`src/design/ris_pkg.sv`:
```
// Constants and types for the redundant input selector.
// Assumes a single 125 MHz clock and a 32-bit Avalon-MM slave port.
package ris_pkg;

  // ----------------------------------------
  // Clock, link rates and switching time
  // ----------------------------------------
  localparam int CLK_HZ         = 125_000_000;
  localparam int BAUD_SLOW      = 9600;
  localparam int BAUD_FAST      = 38400;
  localparam int DIV_SLOW       = (CLK_HZ + BAUD_SLOW / 2) / BAUD_SLOW;
  localparam int DIV_FAST       = (CLK_HZ + BAUD_FAST / 2) / BAUD_FAST;
  localparam int SWITCH_TIME_MS = 100;
  localparam int SWITCH_CYCLES  = SWITCH_TIME_MS * (CLK_HZ / 1000);

  // ----------------------------------------
  // Register map (byte addresses)
  // ----------------------------------------
  localparam logic [3:0]  REG_CTRL  = 4'h0;
  localparam logic [3:0]  REG_ADDR  = 4'h4;
  localparam logic [3:0]  REG_STAT  = 4'h8;
  localparam int          CTRL_MD   = 0;
  localparam int          CTRL_FAST = 1;
  localparam int          ST_SEL    = 0;
  localparam int          ST_MODE   = 1;
  localparam int          ST_APRI   = 3;
  localparam int          ST_ABAK   = 4;
  localparam int          ST_RSEL   = 5;
  localparam int          ST_MIN    = 7;
  localparam logic [15:0] ADDR_RST  = 16'h3031;

  // ----------------------------------------
  // Frame characters
  // ----------------------------------------
  localparam logic [7:0] CH_OPEN  = 8'h7b;
  localparam logic [7:0] CH_CLOSE = 8'h7d;
  localparam logic [7:0] CH_C     = 8'h43;
  localparam logic [7:0] CH_S     = 8'h53;
  localparam logic [7:0] CH_R     = 8'h52;
  localparam logic [7:0] CH_M     = 8'h4d;
  localparam logic [7:0] CH_P     = 8'h50;
  localparam logic [7:0] CH_A     = 8'h41;
  localparam logic [7:0] CH_ZERO  = 8'h30;

  typedef enum logic [1:0] {RIS_AUTO, RIS_MANUAL, RIS_REMOTE} ris_mode_t;
  typedef enum logic [2:0] {PS_IDLE, PS_ADR0, PS_ADR1, PS_C1, PS_C2, PS_ARG,
                            PS_END} ris_pst_t;
  typedef enum logic [1:0] {CMD_CR, CMD_CM, CMD_SP, CMD_SA} ris_cmd_t;

endpackage

```
`src/design/ris_uart.sv`:
```
// Byte-wide asynchronous receiver and transmitter, 8N1.
// Assumes rxd_in is already synchronised to clk_in.
`timescale 1ns/10ps
module ris_uart #(
  parameter logic [15:0] DIV_SLOW = 16'(ris_pkg::DIV_SLOW),
  parameter logic [15:0] DIV_FAST = 16'(ris_pkg::DIV_FAST)
) (
  // Clock and reset
  input  wire logic       clk_in,
  input  wire logic       rst_in,
  // Rate select
  input  wire logic       fast_in,
  // Serial pins
  input  wire logic       rxd_in,
  output logic            txd_out,
  // Byte side
  input  wire logic [7:0] tx_data_in,
  input  wire logic       tx_valid_in,
  output logic            tx_ready_out,
  output logic [7:0]      rx_data_out,
  output logic            rx_valid_out
);
  import ris_pkg::*;

  typedef struct packed {
    logic        rx_on;
    logic [15:0] rx_cnt;
    logic [3:0]  rx_bit;
    logic [7:0]  rx_sh;
    logic [7:0]  rx_dat;
    logic        rx_vld;
    logic        tx_on;
    logic [15:0] tx_cnt;
    logic [3:0]  tx_bit;
    logic [9:0]  tx_sh;
    logic        txd;
  } ris_uart_st_t;

  ris_uart_st_t q;
  ris_uart_st_t d;
  logic [15:0]  div;

  // Rate is chosen at run time so either host figure can be matched
  assign div = fast_in ? DIV_FAST : DIV_SLOW;

  always_comb
  begin
    d = q;
    d.rx_vld = 1'b0;
    // ----------------------------------------
    // Receiver: sample mid-bit, start/8 data/stop
    // ----------------------------------------
    if (!q.rx_on)
    begin
      if (!rxd_in)
      begin
        d.rx_on  = 1'b1;
        d.rx_cnt = {1'b0, div[15:1]};
        d.rx_bit = 4'h0;
      end
    end
    else if (q.rx_cnt != 16'h0)
      d.rx_cnt = q.rx_cnt - 16'h1;
    else
    begin
      d.rx_cnt = div - 16'h1;
      d.rx_bit = q.rx_bit + 4'h1;
      if (q.rx_bit == 4'h0)
        d.rx_on = !rxd_in;
      else if (q.rx_bit == 4'h9)
      begin
        // Bad stop bit drops the byte
        d.rx_on  = 1'b0;
        d.rx_vld = rxd_in;
        d.rx_dat = q.rx_sh;
      end
      else
        d.rx_sh = {rxd_in, q.rx_sh[7:1]};
    end
    // ----------------------------------------
    // Transmitter
    // ----------------------------------------
    if (!q.tx_on)
    begin
      if (tx_valid_in)
      begin
        d.tx_on  = 1'b1;
        d.tx_sh  = {1'b1, tx_data_in, 1'b0};
        d.tx_cnt = div - 16'h1;
        d.tx_bit = 4'h0;
        d.txd    = 1'b0;
      end
    end
    else if (q.tx_cnt != 16'h0)
      d.tx_cnt = q.tx_cnt - 16'h1;
    else if (q.tx_bit == 4'h9)
    begin
      d.tx_on = 1'b0;
      d.txd   = 1'b1;
    end
    else
    begin
      d.tx_bit = q.tx_bit + 4'h1;
      d.txd    = q.tx_sh[q.tx_bit + 4'h1];
      d.tx_cnt = div - 16'h1;
    end
  end

  always_ff @(posedge clk_in)
  begin
    if (rst_in)
    begin
      q     <= '0;
      q.txd <= 1'b1;
    end
    else
      q <= d;
  end

  assign txd_out      = q.txd;
  assign tx_ready_out = !q.tx_on;
  assign rx_data_out  = q.rx_dat;
  assign rx_valid_out = q.rx_vld;

endmodule

```
`src/design/ris_top.sv`:
```
// Redundant input selector: selection logic, indicators and serial
// command interpreter. Assumes alarm, button, supply and serial pins are
// asynchronous; register bus is Avalon-MM on ref_clk_in.
//
// Overview of operation
// Auto: primary alarmed, backup clean, go backup
// Auto on backup: return on clear or both
// Reset and power-up select primary first
// Alarm input high means level below threshold
// Buttons choose auto, manual, remote; manual picks
// Per-channel alarm, remote and supply lamps
// Alarm contact while either channel alarmed
// Link selects input, reports position and alarms
// Switch completes within the switching time
// Link framing 8N1
// Link rate selectable, slow or fast
// Point-to-point or multidrop bus, selectable
// Remote digit: 0 clear, 1 primary, 2 backup
// Min-auto digit 0/1, held until changed
// Address prefix only on multidrop bus
// Min-auto: hold unless selected alarmed alone
// Position reply: channel digit, mode digit
// Alarm reply: primary digit, backup digit
// Bad or foreign frames change nothing
// Remote selection overrides panel until cleared
//
// Design decisions made here: the Avalon-MM slave port and the register offsets.
`timescale 1ns/10ps
module ris_top #(
  parameter logic [15:0] DIV_SLOW      = 16'(ris_pkg::DIV_SLOW),
  parameter logic [15:0] DIV_FAST      = 16'(ris_pkg::DIV_FAST),
  parameter int          SWITCH_CYCLES = ris_pkg::SWITCH_CYCLES
) (
  // Clock and reset
  input  wire logic        ref_clk_in,
  input  wire logic        sys_rst_in,
  // Avalon-MM slave
  input  wire logic [3:0]  avs_address_in,
  input  wire logic        avs_read_in,
  input  wire logic        avs_write_in,
  input  wire logic [31:0] avs_writedata_in,
  input  wire logic [3:0]  avs_byteenable_in,
  output logic [31:0]      avs_readdata_out,
  output logic             avs_waitrequest_out,
  // Channel alarms and supplies
  input  wire logic        alarm_primary_in,
  input  wire logic        alarm_backup_in,
  input  wire logic        psu1_ok_in,
  input  wire logic        psu2_ok_in,
  // Push buttons
  input  wire logic        btn_auto_in,
  input  wire logic        btn_manual_in,
  input  wire logic        btn_remote_in,
  input  wire logic        btn_pick_primary_in,
  input  wire logic        btn_pick_backup_in,
  // Serial link
  input  wire logic        uart_rxd_in,
  output logic             uart_txd_out,
  output logic             uart_txd_oe_out,
  // Relay, lamps and contact
  output logic             sel_backup_out,
  output logic             led_alarm_primary_out,
  output logic             led_alarm_backup_out,
  output logic             led_remote_out,
  output logic             led_psu1_out,
  output logic             led_psu2_out,
  output logic             alarm_contact_out
);
  import ris_pkg::*;

  typedef struct packed {
    logic        rx_s1;
    logic        rx_s2;
    logic [1:0]  a_s1;
    logic [1:0]  a_s2;
    logic [1:0]  a;
    logic [4:0]  b_s1;
    logic [4:0]  b_s2;
    logic [4:0]  b_prev;
    logic [1:0]  p_s1;
    logic [1:0]  p_s2;
    logic [1:0]  psu;
    ris_mode_t   mode;
    logic        man_sel;
    logic        sel;
    logic [1:0]  rsel;
    logic        minauto;
    logic        remote_led;
    logic        contact;
    logic        md;
    logic        fast;
    logic [15:0] uaddr;
    logic        wait_r;
    logic [31:0] rdata;
    ris_pst_t    ps;
    logic        cls;
    ris_cmd_t    cmd;
    logic [1:0]  arg;
    logic [63:0] tx_buf;
    logic [3:0]  tx_cnt;
    logic        tx_go;
    logic        oe;
    logic [23:0] pend;
  } ris_st_t;

  ris_st_t     q;
  ris_st_t     d;
  logic [7:0]  rx_data;
  logic        rx_valid;
  logic        tx_ready;
  logic [4:0]  press;

  function automatic logic [1:0] mode_digit(input logic [1:0] rs, input ris_mode_t m);
    if (rs != 2'h0 || m == RIS_REMOTE)
      return 2'h1;
    return (m == RIS_MANUAL) ? 2'h2 : 2'h0;
  endfunction

  ris_uart #(
    .DIV_SLOW (DIV_SLOW),
    .DIV_FAST (DIV_FAST)
  ) ris_uart_inst (
    .clk_in       (ref_clk_in),
    .rst_in       (sys_rst_in),
    .fast_in      (q.fast),
    .rxd_in       (q.rx_s2),
    .txd_out      (uart_txd_out),
    .tx_data_in   (q.tx_buf[63:56]),
    .tx_valid_in  (q.tx_go),
    .tx_ready_out (tx_ready),
    .rx_data_out  (rx_data),
    .rx_valid_out (rx_valid)
  );

  assign press = q.b_s2 & ~q.b_prev;

  always_comb
  begin
    d = q;
    // ----------------------------------------
    // Pin synchronisers
    // ----------------------------------------
    d.rx_s1  = uart_rxd_in;
    d.rx_s2  = q.rx_s1;
    d.a_s1   = {alarm_backup_in, alarm_primary_in};
    d.a_s2   = q.a_s1;
    d.a      = q.a_s2;
    d.b_s1   = {btn_pick_backup_in, btn_pick_primary_in, btn_remote_in,
                btn_manual_in, btn_auto_in};
    d.b_s2   = q.b_s1;
    d.b_prev = q.b_s2;
    d.p_s1   = {psu2_ok_in, psu1_ok_in};
    d.p_s2   = q.p_s1;
    d.psu    = q.p_s2;
    // ----------------------------------------
    // Panel mode and manual pick
    // ----------------------------------------
    if (press[0])
      d.mode = RIS_AUTO;
    else if (press[1])
    begin
      d.mode    = RIS_MANUAL;
      d.man_sel = q.sel;
    end
    else if (press[2])
      d.mode = RIS_REMOTE;
    if (q.mode == RIS_MANUAL && press[3])
      d.man_sel = 1'b0;
    if (q.mode == RIS_MANUAL && press[4])
      d.man_sel = 1'b1;
    // ----------------------------------------
    // Selection
    // ----------------------------------------
    case (q.rsel)
      2'h1: d.sel = 1'b0;
      2'h2: d.sel = 1'b1;
      default:
        if (d.mode == RIS_MANUAL)
          d.sel = d.man_sel;
        else if (!q.sel)
          d.sel = q.a[0] && !q.a[1];
        else if (q.minauto)
          d.sel = !(q.a[1] && !q.a[0]);
        else
          d.sel = q.a[0] && !q.a[1];
    endcase
    // Same edge as the alarm lamps so contact and lamps never disagree
    d.contact = |d.a;
    // Qualifying alarm waiting for the relay; only the checks read it
    d.pend = (q.a == 2'b01 && !q.sel && q.rsel == 2'h0 && q.mode != RIS_MANUAL)
             ? q.pend + 24'h1 : 24'h0;
    // ----------------------------------------
    // Avalon slave: one wait cycle, then answer
    // ----------------------------------------
    d.wait_r = 1'b1;
    if ((avs_read_in || avs_write_in) && q.wait_r)
    begin
      d.wait_r = 1'b0;
      d.rdata  = 32'h0;
      case (avs_address_in)
        REG_CTRL:
        begin
          d.rdata[CTRL_MD]   = q.md;
          d.rdata[CTRL_FAST] = q.fast;
        end
        REG_ADDR: d.rdata[15:0] = q.uaddr;
        REG_STAT:
        begin
          d.rdata[ST_SEL]          = q.sel;
          d.rdata[ST_MODE +: 2]    = mode_digit(q.rsel, q.mode);
          d.rdata[ST_APRI]         = q.a[0];
          d.rdata[ST_ABAK]         = q.a[1];
          d.rdata[ST_RSEL +: 2]    = q.rsel;
          d.rdata[ST_MIN]          = q.minauto;
        end
        default: d.rdata = 32'h0;
      endcase
    end
    if (avs_write_in && !q.wait_r)
    begin
      if (avs_address_in == REG_CTRL && avs_byteenable_in[0])
      begin
        d.md   = avs_writedata_in[CTRL_MD];
        d.fast = avs_writedata_in[CTRL_FAST];
      end
      if (avs_address_in == REG_ADDR && avs_byteenable_in[0])
        d.uaddr[7:0] = avs_writedata_in[7:0];
      if (avs_address_in == REG_ADDR && avs_byteenable_in[1])
        d.uaddr[15:8] = avs_writedata_in[15:8];
    end
    // ----------------------------------------
    // Command parser
    // ----------------------------------------
    if (rx_valid)
    begin
      if (rx_data == CH_OPEN)
        d.ps = q.md ? PS_ADR0 : PS_C1;
      else
      begin
        d.ps = PS_IDLE;
        case (q.ps)
          PS_ADR0: if (rx_data == q.uaddr[15:8]) d.ps = PS_ADR1;
          PS_ADR1: if (rx_data == q.uaddr[7:0]) d.ps = PS_C1;
          PS_C1:
          begin
            d.cls = (rx_data == CH_C);
            if (rx_data == CH_C || rx_data == CH_S)
              d.ps = PS_C2;
          end
          PS_C2:
            if (q.cls && rx_data == CH_R)
            begin
              d.cmd = CMD_CR;
              d.ps  = PS_ARG;
            end
            else if (q.cls && rx_data == CH_M)
            begin
              d.cmd = CMD_CM;
              d.ps  = PS_ARG;
            end
            else if (!q.cls && (rx_data == CH_P || rx_data == CH_A))
            begin
              d.cmd = (rx_data == CH_P) ? CMD_SP : CMD_SA;
              d.ps  = PS_END;
            end
          PS_ARG:
            if (rx_data >= CH_ZERO &&
                rx_data <= CH_ZERO + ((q.cmd == CMD_CR) ? 8'h2 : 8'h1))
            begin
              d.arg = rx_data[1:0];
              d.ps  = PS_END;
            end
          PS_END:
            if (rx_data == CH_CLOSE)
              case (q.cmd)
                CMD_CR: d.rsel = q.arg;
                CMD_CM: d.minauto = q.arg[0];
                default:
                  if (q.tx_cnt == 4'h0)
                  begin
                    // Reply held as one snapshot, sent first byte first
                    d.tx_buf = (q.cmd == CMD_SP)
                      ? {CH_S, CH_P, CH_ZERO + (q.sel ? 8'h2 : 8'h1),
                         CH_ZERO + {6'h0, mode_digit(q.rsel, q.mode)}, CH_CLOSE, 24'h0}
                      : {CH_S, CH_A, CH_ZERO + {7'h0, q.a[0]},
                         CH_ZERO + {7'h0, q.a[1]}, CH_CLOSE, 24'h0};
                    d.tx_buf = q.md ? {CH_OPEN, q.uaddr, d.tx_buf[63:24]}
                                    : {CH_OPEN, d.tx_buf[63:8]};
                    d.tx_cnt = q.md ? 4'h8 : 4'h6;
                  end
              endcase
          default: d.ps = PS_IDLE;
        endcase
      end
    end
    // ----------------------------------------
    // Reply sender and line driver enable
    // ----------------------------------------
    d.tx_go = 1'b0;
    if (q.tx_go)
    begin
      d.tx_buf = {q.tx_buf[55:0], 8'h0};
      d.tx_cnt = q.tx_cnt - 4'h1;
    end
    else if (q.tx_cnt != 4'h0 && tx_ready)
      d.tx_go = 1'b1;
    // Multidrop releases the bus between replies
    d.oe = !q.md || q.tx_cnt != 4'h0 || !tx_ready;
    d.remote_led = (d.rsel != 2'h0) || (d.mode == RIS_REMOTE);
  end

  always_ff @(posedge ref_clk_in)
  begin
    if (sys_rst_in)
    begin
      q        <= '0;
      q.rx_s1  <= 1'b1;
      q.rx_s2  <= 1'b1;
      q.wait_r <= 1'b1;
      q.uaddr  <= ADDR_RST;
      q.oe     <= 1'b1;
    end
    else
      q <= d;
  end

  assign avs_readdata_out      = q.rdata;
  assign avs_waitrequest_out   = q.wait_r;
  assign uart_txd_oe_out       = q.oe;
  assign sel_backup_out        = q.sel;
  assign led_alarm_primary_out = q.a[0];
  assign led_alarm_backup_out  = q.a[1];
  assign led_remote_out        = q.remote_led;
  assign led_psu1_out          = q.psu[0];
  assign led_psu2_out          = q.psu[1];
  assign alarm_contact_out     = q.contact;
endmodule

```
`config.mk`:
```
export PLATFORM = sky130hd
export DESIGN_NAME = ris_top
export DESIGN_NICKNAME = d
export VERILOG_FILES = /design/src/design/ris_pkg.sv /design/src/design/ris_uart.sv /design/src/design/ris_top.sv
export SDC_FILE = /design/constraint.sdc
export NUM_CORES = 1
export LEC_CHECK = 0
export ABC_CLOCK_PERIOD_IN_PS = 2500
export BUFFER_PORTS_ARGS = -buffer_cell sky130_fd_sc_hd__buf_4
export CAP_MARGIN = 20
export CORE_MARGIN = 10
export CORE_UTILIZATION = 33
export CTS_BUF_LIST = sky130_fd_sc_hd__clkbuf_4
export CTS_CLUSTER_DIAMETER = 60
export DETAILED_ROUTE_END_ITERATION = 6
export PLACE_DENSITY = 0.58
export SLEW_MARGIN = 20
export SYNTH_ARGS = -nofsm -noshare
export SYNTH_HDL_FRONTEND = slang
export SYNTH_SLANG_ARGS = --single-unit
```
`constraint.sdc`:
```
create_clock -name ref_clk_in -period 2.5 [get_ports ref_clk_in]
set_clock_uncertainty 0.15 [all_clocks]
set_input_delay 0 -clock ref_clk_in [delete_from_list [all_inputs] [get_ports ref_clk_in]]
set_output_delay 0 -clock ref_clk_in [all_outputs]
set_load 0.03 [all_outputs]
```
==> impl_metrics.yaml <==
status:
  status: "finished clean"
clock_network:
  cts_root_buffer: "clkbuf_4"
  post_cts_resize_count: 0
  clkSinkCount: 201
  clockBufferDepth: 3
  htreeDepth: 2
  cts.clk_slew.worst_paths_ns: 0.07
  cts_tree: "yes"
  tritoncts.num_buffers: 53
  worstSkewPairLatency_ns: 0.67
sta:
  finalSetupViolCount: 0
  post-route-min-period_ns: 2.36
  fin_setup_tns_ns: 0
  post-route-period-util_pct: 94.4
  fmax_mhz: 424
  slew_violations: 0
  grt_setup_unrepaired: "no"
  worst_slew_pin_slew_ns: 0.709
  finalHoldViolCount: 0
  holdWs_ns: 0.0936
  slew_headroom_pct: 52.7
setup_path:
  arrival_ns: 2.76
  endpoint_kind: "flop"
  start_kind: "flop"
  critPathRequiredTime_ns: 2.90
  crit_type: "flop to flop"
  cpMaxStageDelayCell: "dlygate4sd3_1"
  path_cells: "nor2b_1 -> nand2_1 -> or4b_2 -> dlygate4sd3_1 -> mux2i_1 -> nor2_1"
  crit_path_max_incr_delay_ns: 0.63
  path_max_fanout: 3
routing:
  vias: 8489
  drt_first_pass_iters: 5
  viasPerCell: 5.05
  drt_iter0_markers: 575
  ant_nets: 0
  drc: 0
  drt-total-wl_mm: 26.0
  wl_per_cell_um: 15.4
synth:
  yosysTopAreaCellShare_pct: 42.4
  yosysUniqueCellTypes: 70
  synthesis.area_mm2: 0.00950
  synth_area_leaders: "dfxtp_1 (42%), nor2_1 (4.5%), mux2i_1 (4.3%)"
  synth_flop_cell: "dfxtp_1"
  async_flop_share_pct: 0
  synth_seq_cells: 201
  syn_area_per_cell_um2: 8.53
  ys_warn_count: 0
  ys_seq_area_share_pct: 42.4
  netlist_instances: 1113
  yosys.area.top_type: "dfxtp_1"
  synth_edf_count: 0
global_routing:
  overflow: 0
  grt_pass1_vias: 8250
  grt_max_degree: 87
  grt_usage_pct: 14.0
  antenna_found_initial: 1
  grt_first_pass_wirelength_mm: 42.5
power_and_ir_drop:
  leakagePower_nw: 4.50
  totalPowerFinal_w: 0.00869
  vdd_drop_max_mv: 0.410
  power_density_mw_per_mm2: 736
cells_and_area:
  layout_common_cells: "dfxtp_1 (200), nor2_1 (113), buf_4 (103)"
  drive_above_1_share_pct: 15.6
  final_nets: 1337
  final-instance-count-excl-fill: 1682
  syn_to_final_growth_pct: 24.3
  final_common_cell: "dfxtp_1"
  fin_util_pct: 41.4
floorplanning:
  num_rows: 62
  die_x_um: 190
  core_area_mm2: 0.0285
  die_area_mm2: 0.0360
  die_h_um: 190
  ioPinCount: 96
  start_util_pct: 33.3
min_path:
  min_path_type: "input port to flop"
job:
  maxCapViolations: 0
placement:
  gp_congestion: 0.835
  dp_cells: 1512
  dpl.hpwl_mm: 16.7
  port_buffers: 61
==> metal layers <==
metal | vias to the layer above | share of wire, % | track usage (%)
met5 | - | 0 | 0
met4 | 0 | 2.4 | 5.34
met3 | 53 | 5.1 | 3.30
met2 | 207 | 46 | 22.3
met1 | 3973 | 46 | 18.1
li1 | 4256 | - | -
==> flip-flops by register name, summed over array words and instances, names as in the netlist <==
| signal | flops |
|---|---|
| led_alarm_backup_out | 1 |
| avs_readdata_out | 16 |
| ris_uart_inst.rx_valid_out | 1 |
| d | 19 |
| avs_waitrequest_out | 1 |
| q | 88 |
| led_psu1_out | 1 |
| sel_backup_out | 1 |
| ris_uart_inst.q | 59 |
| led_psu2_out | 1 |
| ris_uart_inst.txd_out | 1 |
| alarm_contact_out | 1 |
| ris_uart_inst.rx_data_out | 8 |
| led_alarm_primary_out | 1 |
| uart_txd_oe_out | 1 |
| led_remote_out | 1 |
==> stage by stage <==
step / setup WS (ns) / area, um^2
global placement: 0.309 / 10300
global route: 0.000585 / 11800
CTS: 0.239 / 11800
detailed placement: 0.271 / 10300
finish: 0.141 / 11800
floorplan: 0.248 / 9560
==> path summary, 6_finish.rpt <==
kind | from | endpoint | slack (ns) | cells past startpoint
worst max register to register | avs_waitrequest_out | q[151] | 0.14 | 6
worst min-delay path | avs_address_in[0] | avs_readdata_out[1] | 0.09 | 4
worst min register to register | d[189] | q[189] | 0.25 | 1
worst max-delay path | avs_waitrequest_out | q[151] | 0.14 | 6
==> layout make-up <==
type                    count  area [um^2]
diodes                      1         2.50
clock buffers              67          503
clock inverters            15         88.8
fillers                  2906        16700
inverters                  32          120
multi-input cells         788         4870
flip-flops and latches    201         4030
well taps                 384          480
repair buffers            194         1720
==> Yosys cell counts, drive strengths merged, types with 3 or more instances <==
library cell  count
nand2            95
o32ai             3
a21oi            75
a21o             15
or2               8
nor2b            54
mux2              4
a22oi            16
a211o            10
a2bb2oi           3
mux2i            41
nand2b           12
xnor2             6
o31ai             9
or4               6
nor2            113
buf              52
nor4             10
inv              31
or3               7
nand3b           14
ha               13
a41oi             3
xor2             15
a311oi           10
o21ai            41
o22ai            15
nor3b            12
o21a              4
nand4b            7
and2              6
a221oi            9
and4b             6
nand4            12
dfxtp           201
nor3             32
a211oi           15
and4              4
a31oi             7
and3              4
clkbuf           55
nand3            29
nor4b             5
==> worst max-delay path: cells and delay by family, from the launching register on <==
family / cells / cell delay [ns]
simple gates: 4 / 0.96
buf+inv: 1 / 0.63
flops: 1 / 0.34
mux: 1 / 0.17
==> kinds of logic (layout without fill, tap and decap cells) <==
family                     count (synthesis)  count (layout)  share of synthesized area, %
AOI/OAI and AO/OA                        250             250                          17.2
and+or+nand+nor                          441             441                          24.7
adders and majority gates                 14              14                          1.82
xor gates and xnor gates                  21              21                          1.94
DFF                                      201             201                          42.4
buffers and inverters                    139             308                          6.95
other                                      1              17                        0.0395
muxes                                     46              46                          5.03
==> report_power, final <==
group	internal (W)	leakage [nW]	switching, W
sequential	0.00349	1.63	0.000259
clock	0.00134	0.352	0.00132
combinational	0.000952	2.51	0.00133
==> repair_timing <==
item	in CTS	in global routing
setup buffers	0	0
hold buffers	87	0
hold endpoints to repair	178	0
Note: power is estimated with default switching activity, not from simulation.
